<file path="src/rtl/l3rx_pkg.sv">
// Shared constants and types of the receive packet port
`default_nettype none
package l3rx_pkg;
   localparam int unsigned DATA_W      = 32;
   localparam int unsigned MOD_W       = 2;
   localparam int unsigned FIFO_DEPTH  = 16;
   localparam int unsigned RFCLK_MAX_MHZ = 104;
   localparam int unsigned SYS_CLK_MHZ = 250;
   localparam int unsigned RFCLK_PERIOD_NS = 1000 / RFCLK_MAX_MHZ;
   localparam int unsigned RFCLK_DIV = (SYS_CLK_MHZ + RFCLK_MAX_MHZ - 1) / RFCLK_MAX_MHZ;
   localparam logic [1:0]  MOD_ALL4    = 2'h0;
   localparam logic [1:0]  MOD_UPPER3  = 2'h1;
   localparam logic [1:0]  MOD_UPPER2  = 2'h2;
   localparam logic [1:0]  MOD_TOP1    = 2'h3;
   localparam logic        PAR_EVEN    = 1'h0;
   localparam logic        PAR_ODD     = 1'h1;
   localparam logic        WIDE_BUS    = 1'h0;
   localparam logic        NARROW_BUS  = 1'h1;
   // One word as it sits in the device buffer
   typedef struct packed {
      logic [DATA_W-1:0] data;
      logic [MOD_W-1:0]  mod;
      logic              sop;
      logic              eop;
      logic              err;
   } l3rx_word_t;
   localparam int unsigned WORD_W = $bits(l3rx_word_t);
endpackage
`default_nettype wire

</file>
<file path="src/rtl/l3rx_if.sv">
// Receive link between device and link layer
`default_nettype none
interface l3rx_if;
   logic                            rd_en_n;
   logic [l3rx_pkg::DATA_W-1:0]     rdat;
   logic                            rval;
   logic                            rsop;
   logic                            reop;
   logic                            rerr;
   logic [l3rx_pkg::MOD_W-1:0]      rmod;
   logic                            rprty;
   modport dev  (input rd_en_n, output rdat, rval, rsop, reop, rerr, rmod, rprty);
   modport link (output rd_en_n, input rdat, rval, rsop, reop, rerr, rmod, rprty);
endinterface
`default_nettype wire

</file>
<file path="src/rtl/l3rx_fifo.sv">
// Parameterised valid/ready word FIFO
`default_nettype none
module l3rx_fifo #(
   parameter int unsigned WIDTH = 8,
   parameter int unsigned DEPTH = 16
) (
   // Clock and reset
   input  wire logic             i_sys_clk,
   input  wire logic             i_arst_n,
   // Fill side
   input  wire logic             i_in_valid,
   input  wire logic [WIDTH-1:0] i_in_data,
   output logic                  o_in_ready,
   // Drain side
   output logic                  o_out_valid,
   output logic [WIDTH-1:0]      o_out_data,
   input  wire logic             i_out_ready
);
   localparam int unsigned AW = $clog2(DEPTH);
   initial
   begin
      if (DEPTH < 2 || (1 << AW) != DEPTH) $error("l3rx_fifo: DEPTH must be a power of two");
   end
   logic [WIDTH-1:0] mem [DEPTH];
   typedef struct packed {
      logic [AW-1:0] wr;
      logic [AW-1:0] rd;
      logic [AW:0]   cnt;
   } l3rx_fptr_t;
   l3rx_fptr_t st_q;
   l3rx_fptr_t st_d;
   logic       push;
   logic       pop;
   assign o_in_ready  = (st_q.cnt != DEPTH[AW:0]);
   assign o_out_valid = (st_q.cnt != '0);
   assign o_out_data  = mem[st_q.rd];
   assign push        = i_in_valid && o_in_ready;
   assign pop         = o_out_valid && i_out_ready;
   always_comb
   begin
      st_d = st_q;
      if (push) st_d.wr = st_q.wr + 1'b1;
      if (pop) st_d.rd = st_q.rd + 1'b1;
      st_d.cnt = st_q.cnt + {{AW{1'b0}}, push} - {{AW{1'b0}}, pop};
   end
   always_ff @(posedge i_sys_clk or negedge i_arst_n)
   begin
      if (!i_arst_n) st_q <= '0;
      else st_q <= st_d;
   end
   // Storage needs no reset; emptiness is tracked by the count
   always_ff @(posedge i_sys_clk)
   begin
      if (push) mem[st_q.wr] <= i_in_data;
   end
endmodule // l3rx_fifo
`default_nettype wire

</file>
<file path="src/rtl/l3rx_dev.sv">
// Device end: buffers packet words and serves link-layer reads
`default_nettype none
module l3rx_dev
   import l3rx_pkg::*;
#(
   parameter int unsigned DEPTH = l3rx_pkg::FIFO_DEPTH
) (
   // Clock and reset
   input  wire logic                    i_sys_clk,
   input  wire logic                    i_arst_n,
   // Configuration
   input  wire logic                    i_narrow,
   input  wire logic                    i_par_odd,
   // Packet source
   input  wire logic                    i_pkt_valid,
   input  wire l3rx_pkg::l3rx_word_t    i_pkt_word,
   output logic                         o_pkt_ready,
   input  wire logic                    i_abort,
   input  wire logic                    i_src_par_err,
   // Link
   l3rx_if.dev                          rx
);
   initial
   begin
      if (DEPTH != FIFO_DEPTH) $error("l3rx_dev: buffer depth is fixed at sixteen");
      if (DATA_W != 32 || MOD_W != 2) $error("l3rx_dev: lanes are fixed at four bytes");
      if (RFCLK_DIV * RFCLK_MAX_MHZ < SYS_CLK_MHZ) $error("l3rx_dev: link edge rate above its limit");
   end
   typedef struct packed {
      logic [$clog2(RFCLK_DIV+1)-1:0] div;
      logic                            en_n;
      logic                            in_pkt;
      logic                            ovf;
      logic                            o_ready;
      logic [DATA_W-1:0]               rdat;
      logic                            rval;
      logic                            rsop;
      logic                            reop;
      logic                            rerr;
      logic [MOD_W-1:0]                rmod;
      logic                            rprty;
   } l3rx_dev_st_t;
   l3rx_dev_st_t st_q;
   l3rx_dev_st_t st_d;
   l3rx_word_t   in_w;
   l3rx_word_t   out_w;
   logic         fifo_rdy;
   logic         out_vld;
   logic         pop;
   logic         tick;
   logic         src_bad;
   // Ingress check: missing markers, abort and source parity flag an error
   always_comb
   begin
      in_w = i_pkt_word;
      src_bad = i_abort || i_src_par_err || (i_pkt_word.sop && st_q.in_pkt)
                || (!i_pkt_word.sop && !st_q.in_pkt);
      if (src_bad || st_q.ovf)
      begin
         in_w.eop = 1'b1;
         in_w.err = 1'b1;
      end
      if (in_w.eop && in_w.err) in_w.mod = MOD_ALL4;
      if (!in_w.eop) in_w.mod = MOD_ALL4;
   end
   l3rx_fifo #(
      .WIDTH (WORD_W),
      .DEPTH (DEPTH)
   ) u_buf (
      .i_sys_clk   (i_sys_clk),
      .i_arst_n    (i_arst_n),
      .i_in_valid  (i_pkt_valid),
      .i_in_data   (in_w),
      .o_in_ready  (fifo_rdy),
      .o_out_valid (out_vld),
      .o_out_data  (out_w),
      .i_out_ready (pop)
   );
   // Link edges come at no more than the allowed rate
   assign tick = (st_q.div == '0);
   // Word after an end marker waits for the next read, so valid dips once
   assign pop  = tick && !st_q.en_n && out_vld && !(st_q.rval && st_q.reop);
   always_comb
   begin
      st_d = st_q;
      st_d.o_ready = fifo_rdy;
      if (st_q.div == '0) st_d.div = ($clog2(RFCLK_DIV+1))'(RFCLK_DIV - 1);
      else st_d.div = st_q.div - 1'b1;
      // Overflow: a refused word is lost; poison what follows until end
      if (i_pkt_valid && !fifo_rdy) st_d.ovf = 1'b1;
      if (i_pkt_valid && fifo_rdy)
      begin
         st_d.in_pkt = !in_w.eop;
         if (in_w.eop) st_d.ovf = 1'b0;
      end
      if (tick)
      begin
         st_d.en_n = rx.rd_en_n;
         if (!st_q.en_n)
         begin
            st_d.rval = out_vld && !(st_q.rval && st_q.reop);
            if (out_vld && !(st_q.rval && st_q.reop))
            begin
               if (i_narrow == NARROW_BUS)
                  st_d.rdat = {{(DATA_W-8){1'b0}}, out_w.data[DATA_W-1 -: 8]};
               else
                  st_d.rdat = out_w.data;
               st_d.rsop  = out_w.sop;
               st_d.reop  = out_w.eop;
               st_d.rerr  = out_w.err && out_w.eop;
               st_d.rmod  = out_w.eop ? out_w.mod : MOD_ALL4;
               st_d.rprty = (^st_d.rdat) ^ (i_par_odd == PAR_ODD);
            end
         end
         // With enable high nothing moves
      end
   end
   always_ff @(posedge i_sys_clk or negedge i_arst_n)
   begin
      if (!i_arst_n)
      begin
         st_q      <= '0;
         st_q.en_n <= 1'b1;
      end
      else st_q <= st_d;
   end
   assign o_pkt_ready = st_q.o_ready;
   assign rx.rdat  = st_q.rdat;
   assign rx.rval  = st_q.rval;
   assign rx.rsop  = st_q.rsop;
   assign rx.reop  = st_q.reop;
   assign rx.rerr  = st_q.rerr;
   assign rx.rmod  = st_q.rmod;
   assign rx.rprty = st_q.rprty;
endmodule // l3rx_dev
`default_nettype wire

</file>
<file path="src/flat_wrapper.sv">
// flat-port wrapper written by rule: the top's interface ports become plain ports
module l3rx_dev_flat import l3rx_pkg::*;
#(
   parameter int unsigned DEPTH = l3rx_pkg::FIFO_DEPTH
)
  (i_sys_clk, i_arst_n, i_narrow, i_par_odd, i_pkt_valid, i_pkt_word, o_pkt_ready, i_abort, i_src_par_err, rx_rd_en_n, rx_rdat, rx_rval, rx_rsop, rx_reop, rx_rerr, rx_rmod, rx_rprty);
  l3rx_if rx_i ();
  input  wire logic i_sys_clk;
  input  wire logic i_arst_n;
  input  wire logic i_narrow;
  input  wire logic i_par_odd;
  input  wire logic i_pkt_valid;
  input  wire l3rx_pkg::l3rx_word_t i_pkt_word;
  output logic o_pkt_ready;
  input  wire logic i_abort;
  input  wire logic i_src_par_err;
  input wire logic [$bits(rx_i.rd_en_n)-1:0] rx_rd_en_n;
  output wire logic [$bits(rx_i.rdat)-1:0] rx_rdat;
  output wire logic [$bits(rx_i.rval)-1:0] rx_rval;
  output wire logic [$bits(rx_i.rsop)-1:0] rx_rsop;
  output wire logic [$bits(rx_i.reop)-1:0] rx_reop;
  output wire logic [$bits(rx_i.rerr)-1:0] rx_rerr;
  output wire logic [$bits(rx_i.rmod)-1:0] rx_rmod;
  output wire logic [$bits(rx_i.rprty)-1:0] rx_rprty;
  assign rx_i.rd_en_n = rx_rd_en_n;
  assign rx_rdat = rx_i.rdat;
  assign rx_rval = rx_i.rval;
  assign rx_rsop = rx_i.rsop;
  assign rx_reop = rx_i.reop;
  assign rx_rerr = rx_i.rerr;
  assign rx_rmod = rx_i.rmod;
  assign rx_rprty = rx_i.rprty;
  l3rx_dev #(.DEPTH(DEPTH)) u_core (.i_sys_clk(i_sys_clk), .i_arst_n(i_arst_n), .i_narrow(i_narrow), .i_par_odd(i_par_odd), .i_pkt_valid(i_pkt_valid), .i_pkt_word(i_pkt_word), .o_pkt_ready(o_pkt_ready), .i_abort(i_abort), .i_src_par_err(i_src_par_err), .rx(rx_i));
endmodule
</file>
<file path="config.mk">
export PLATFORM = sky130hd
export DESIGN_NAME = l3rx_dev_flat
export DESIGN_NICKNAME = d
export VERILOG_FILES = /design/src/rtl/l3rx_pkg.sv /design/src/rtl/l3rx_if.sv /design/src/rtl/l3rx_fifo.sv /design/src/rtl/l3rx_dev.sv /design/src/flat_wrapper.sv
export SDC_FILE = /design/constraint.sdc
export NUM_CORES = 1
export LEC_CHECK = 0
export BUFFER_PORTS_ARGS = -buffer_cell sky130_fd_sc_hd__buf_2
export CAP_MARGIN = 0
export CORE_MARGIN = 5
export CORE_UTILIZATION = 35
export DETAILED_ROUTE_END_ITERATION = 16
export SLEW_MARGIN = 20
export SYNTH_ARGS = -nofsm -noshare
export SYNTH_HDL_FRONTEND = slang
export SYNTH_SLANG_ARGS = --single-unit
export TNS_END_PERCENT = 50
</file>
<file path="constraint.sdc">
create_clock -name i_sys_clk -period 3.9 [get_ports i_sys_clk]
set_clock_uncertainty 0.05 [all_clocks]
set_input_delay 0.585 -clock i_sys_clk [delete_from_list [all_inputs] [get_ports i_sys_clk]]
set_output_delay 0.585 -clock i_sys_clk [all_outputs]
set_load 0.02 [all_outputs]
</file>
* Word level (Yosys, flattened, before mapping) *
Memory sizes are Yosys's and may differ from the RTL's.
Index checks and enable logic that the tools add are counted.

storage, ports and cells
  register bits after elaboration = 58
  bits in writable memories = 592
  word-level logic and storage cells = 65
  memories = 1

cells by class
  add/subtract/negate cells = 5
  equality and inequality tests = 1
  mux-type cells = 14
  bitwise logic cells = 2
  reductions and logical operators = 27

memories
  memory            depth  bits a word  read ports  clocked after Yosys merged registers in  write ports  line             source
  u_core.u_buf.mem  16     37           1           0                                        1            l3rx_fifo.sv:24  logic [WIDTH-1:0] mem [DEPTH];

operators by type and width
  cell                 number
  $mux 32              4
  $reduce_xor 32->1    1
  $logic_and 1x1->1    12
  $mux 2               5
  $add 4x1->4 const B  2
  $logic_not 1->1      6
  $add 5x1->5          1
  $mux 1               5
  $ne 5x5->1 const B   1
  $reduce_bool 5->1    1
  $sub 5x1->5          1
  $logic_or 1x1->1     4
  $reduce_and 3->1     1
  $logic_not 2->1      1
  $reduce_and 2->1     1
  $sub 2x1->2 const B  1
  $not 1->1            1
  $xor 1x1->1          1

* Depth between registers and ports, before layout *
  word-level depth = 8
  mapped depth = 15
  gate-level depth less buffers = 14

* Modules after synthesis *
From an unflattened synthesis, not the netlist that was laid out.

second synthesis, totals
  cells, all modules = 1413
  area, all modules = 25928.6 µm²

by module, submodules not included
  module     times used  cells an instance  area each (µm²)  seq. area each (µm²)
  l3rx_fifo  1           1150               23440.0          18102.4
  l3rx_dev   1           263                2488.6           1127.3

* Least setup slack after synthesis *
OpenSTA, ideal clock, no wires.

  kind = reg-to-reg
  start point = register u_core.u_buf.st_q[2] (netlist bit)
  end point = memory u_core.u_buf.mem[3][0] (netlist bit) (enable)
  library setup time = 0.477 ns
  arrival = 3.767 ns
  required time = 3.373 ns
  slack = -0.394 ns
  stages on the path, launching flop included = 8
  buffers on the path = 1
  period minus slack after synthesis = 4.294 ns
  cells stage by stage = dfrtp_1 inv_1 ha_1 nand3_1 and2_1 clkbuf_1 nand2_1 nor3_1

on the way
  word-level cells in the longest chain between the ends = 4

RTL lines
  item                          line             source
  start: declaration            l3rx_fifo.sv:30  l3rx_fptr_t st_q;
  start signal: assignment      l3rx_fifo.sv:49  else st_q <= st_d;
  $ne 5x5->1                    l3rx_fifo.sv:34  assign o_in_ready = (st_q.cnt != DEPTH[AW:0]);
  net u_core.fifo_rdy           l3rx_dev.sv:47   logic fifo_rdy;
  $logic_and 1x1->1             l3rx_fifo.sv:37  assign push = i_in_valid && o_in_ready;
  $mux 1                        l3rx_fifo.sv:54  if (push) mem[st_q.wr] <= i_in_data;
  $mux 1 (implied by the code)  l3rx_fifo.sv:54
  end: declaration              l3rx_fifo.sv:24

The timed path passes the listed nets, and every way through them passes these cells.

* Worst setup path in the final report *
  start point = register u_core.u_buf.st_q[5] (netlist bit)
  end point = register u_core.st_q, in the netlist u_core.rx.rprty

on the way
  word-level cells in the longest chain between the ends = 7

RTL lines
  item                    line             source
  $mem_v2 16x37           --
  $mux 32                 l3rx_dev.sv:104  if (i_narrow == NARROW_BUS)
  $mux 32                 l3rx_dev.sv:102  if (out_vld && !(st_q.rval && st_q.reop))
  $mux 32                 l3rx_dev.sv:99   if (!st_q.en_n)
  $mux 32                 l3rx_dev.sv:96   if (tick)
  $reduce_xor 32->1       l3rx_dev.sv:112  st_d.rprty = (^st_d.rdat) ^ (i_par_odd == PAR_ODD);
  $xor 1x1->1             l3rx_dev.sv:112
  end signal: assignment  l3rx_dev.sv:125  else st_q <= st_d;
  end: declaration        l3rx_dev.sv:43   l3rx_dev_st_t st_q;

Every way passes these cells. The select of a mux whose other input is x is not followed.
A chain may end at the register's enable or synchronous reset.

==> impl_metrics.json <==
{
  "status": "completed",
  "die_h_um": 280,
  "dp_hpwl_um": 34700,
  "synth-main-ff-cell": "edfxtp_1",
  "synth.ff_latch_count": 650,
  "p_per_area_mw_per_mm2": 783,
  "p_leak_nw": 9.71,
  "gr-total-overflow": 0,
  "grt_pass1_vias": 12931,
  "drive_above_1_share": 0.289,
  "synth_area_leaders": "edfxtp_1, mux4_2, dfrtp_1",
  "cts-buffers-inserted": 61,
  "drcViolationCount": 0,
  "p_sw_frac": 0.322,
  "grt_max_degree": 59,
  "start_kind": "flip-flop",
  "fillCellCount": 6401,
  "coreArea_mm2": 0.0727,
  "cp_top_family": "XOR/XNOR gates",
  "ir_drop_mv": 0.841,
  "switchingPower_mw": 7.40,
  "top_level_ports": 85,
  "antenna_left": 0,
  "viasPerCell": 5.25,
  "vias": 12494,
  "ys_seq_area_frac": 0.751,
  "clock_sinks": 650,
  "ys_async_sr_fraction": 0.0892,
  "maxCapViolCount": 0,
  "cts_tree": "built",
  "synthTopCellsByCount": "edfxtp_1, mux4_2, nand2_1",
  "pre_cts_slack_ps": 251,
  "core.rowCount": 99,
  "cts_setup_buffers": 0,
  "p_total_mw": 22.9,
  "cpMaxStageDelayCell": "dfrtp_4",
  "cpPeakStageDelay_ps": 680,
  "final_nets": 1426,
  "synth_edf_count": 592,
  "stdcell_count": 2378,
  "netlist_area_mm2": 0.0256,
  "gp_routability_congestion": 0.797,
  "clockPowerShare": 0.245,
  "dr.first_iter.drc_count": 1117,
  "crit_fanout": 28,
  "period_share": 0.953,
  "crit_type": "flip-flop to flip-flop",
  "cp-end-kind": "flip-flop",
  "grtUsageTotal": 0.152,
  "cp_cell_sequence": "buf_12, mux4_2, nand2b_1, nand3_1, o31ai_1, a211oi_1, xor2_1, xnor3_1, xnor2_1, xnor2_1, o21ai_1",
  "port_buffers": 84,
  "critPathBufInv": 1,
  "cts_root_buf": "clkbuf_16",
  "critPathArrivalTime_ps": 4150,
  "cpMostUsedCell": "xnor2_1",
  "cts_resized": 0,
  "yosys_warnings": 0,
  "hold_viol_final": 0,
  "max_freq_ghz": 0.269,
  "htreeDepth": 2,
  "final.setup.worst_slack_ps": 182,
  "rsz0062_at_grt": "false",
  "ys_types": 52,
  "yosysTopAreaCell": "edfxtp_1",
  "period_minus_slack_ps": 3720,
  "clk_path_buf_depth": 3,
  "drt_pre_antenna_iters": 5,
  "required_ps": 4330,
  "dieArea_mm2": 0.0787,
  "report.final.slew_viol_count": 0,
  "netlist_instances": 1256,
  "grt_pass1_wl_um": 88800,
  "syn-num-nets": 1315,
  "hp-class": "input pin to asynchronous set/reset pin",
  "placed_cells": 2263,
  "routed_wl_um": 60300,
  "die_width_um": 280,
  "p_seq_frac": 0.392,
  "placedInstanceArea_mm2": 0.0275,
  "clk_latency_ps": 630,
  "finalSetupViolations": 0,
  "start_util": 0.352,
  "internal_power_mw": 15.6,
  "antenna_found_initial": 4,
  "synth_top_area_share": 0.694,
  "wl_per_cell_um": 25.4,
  "synth_area_per_cell_um2": 20.4,
  "area_delta_synth_final_pct": 14.5,
  "design_area_mm2": 0.0293,
  "slew_headroom": 0.427,
  "worst_pin_slew_ps": 859,
  "clk_pin_slew_ps": 60,
  "synth.most_common_cell": "edfxtp_1",
  "p_comb_frac": 0.363,
  "holdBufCountCts": 0
}
cell families after synthesis:
family,Yosys count,synth area share
DFF,650,0.751
and+or+nand+nor,136,0.0237
adders and majority gates,14,0.00713
buffers and inverters,110,0.0269
AOI/OAI and AO/OA,120,0.0337
muxes,187,0.142
xor gates and xnor gates,39,0.0158
per-stage QoR:
stage          utilization  setup TNS (ps)  hold WS, ps
6_report             0.403               0         5.25
5_1_grt              0.403               0         55.7
4_1_cts              0.403               0         5.45
3_5_place_dp         0.378               0          414
3_3_place_gp         0.378               0          413
2_1_floorplan            -          -26460          239
sequential cells by signal (all words and copies together), names as in the netlist, named ones only:
name	cells
u_core.u_buf.st_q	13
u_core.st_q	4
u_core.rx.rdat	32
u_core.rx.rsop	1
u_core.rx.rerr	1
u_core.rx.reop	1
u_core.rx.rval	1
u_core.u_buf.mem	592
u_core.rx.rmod	2
u_core.o_pkt_ready	1
u_core.rx.rprty	1
cell usage in the layout, fill, tap and decap left out, types with 4 or more instances in the layout:
master	Yosys	routed
o21ai_0	21	21
nand2_1	69	69
a221oi_1	5	5
clkbuf_16	0	63
xnor2_1	25	25
nand3_1	7	7
mux2i_1	36	36
mux4_1	5	5
xnor3_1	4	4
a22o_1	19	19
a21oi_1	14	14
nor2b_1	10	10
buf_2	11	83
clkbuf_1	19	18
a211oi_1	4	4
clkbuf_8	0	4
mux4_2	133	133
a22oi_1	36	36
clkinv_2	0	17
ha_1	13	13
nor2_4	0	12
mux2_2	13	13
dfrtp_1	57	53
inv_1	13	13
clkinv_1	2	8
buf_12	0	21
nor2_1	23	10
buf_4	52	39
edfxtp_1	592	592
nand2b_1	6	6
xor2_1	9	9
routing by layer:
layer  global-route usage  routed length, um  vias up
li1                     -                  -     5291
met5                    0                  0        -
met1                0.221              26300     6674
met3               0.0313               4340       79
met2                0.241              28600      450
met4               0.0334               1090        0
final timing paths:
kind | start | cells after the start | slack (ps) | endpoint
max | u_core.u_buf.st_q[5] | 11 | 180 | u_core.rx.rprty
min | i_arst_n | 1 | 5 | u_core.u_buf.st_q[1]
max reg2reg | u_core.u_buf.st_q[5] | 11 | 180 | u_core.rx.rprty
min reg2reg | u_core.rx.rdat[31] | 2 | 430 | u_core.rx.rdat[31]
max in group asynchronous | i_arst_n | 1 | 3120 | u_core.u_buf.st_q[5]
min in group i_sys_clk | i_pkt_valid | 2 | 120 | flip-flop
power by group through the flow:
| stage | sequential (mW) | combinational, mW | clock, mW |
|---|---|---|---|
| 2_1_floorplan | 8.87 | 6.20 | 0 |
| 3_3_place_gp | 9.12 | 8.38 | 0 |
| 3_5_place_dp | 9.15 | 8.38 | 0 |
| 4_1_cts | 9.01 | 8.44 | 5.74 |
| 5_1_grt | 9.09 | 8.92 | 6.05 |
| 6_report | 9.01 | 8.33 | 5.62 |
layout make-up:
class                   instances  area [um^2]  area share
flip-flops and latches        650        19200       0.656
clock inverters                28          169     0.00576
inverters                      15         56.3     0.00192
multi-input cells             496         5830       0.199
clock buffers                  85         1700      0.0579
repair buffers                143         1130      0.0385
well taps                     959         1200      0.0409
diodes                          2         5.00    0.000171
Power figures use the tool's default switching activity.
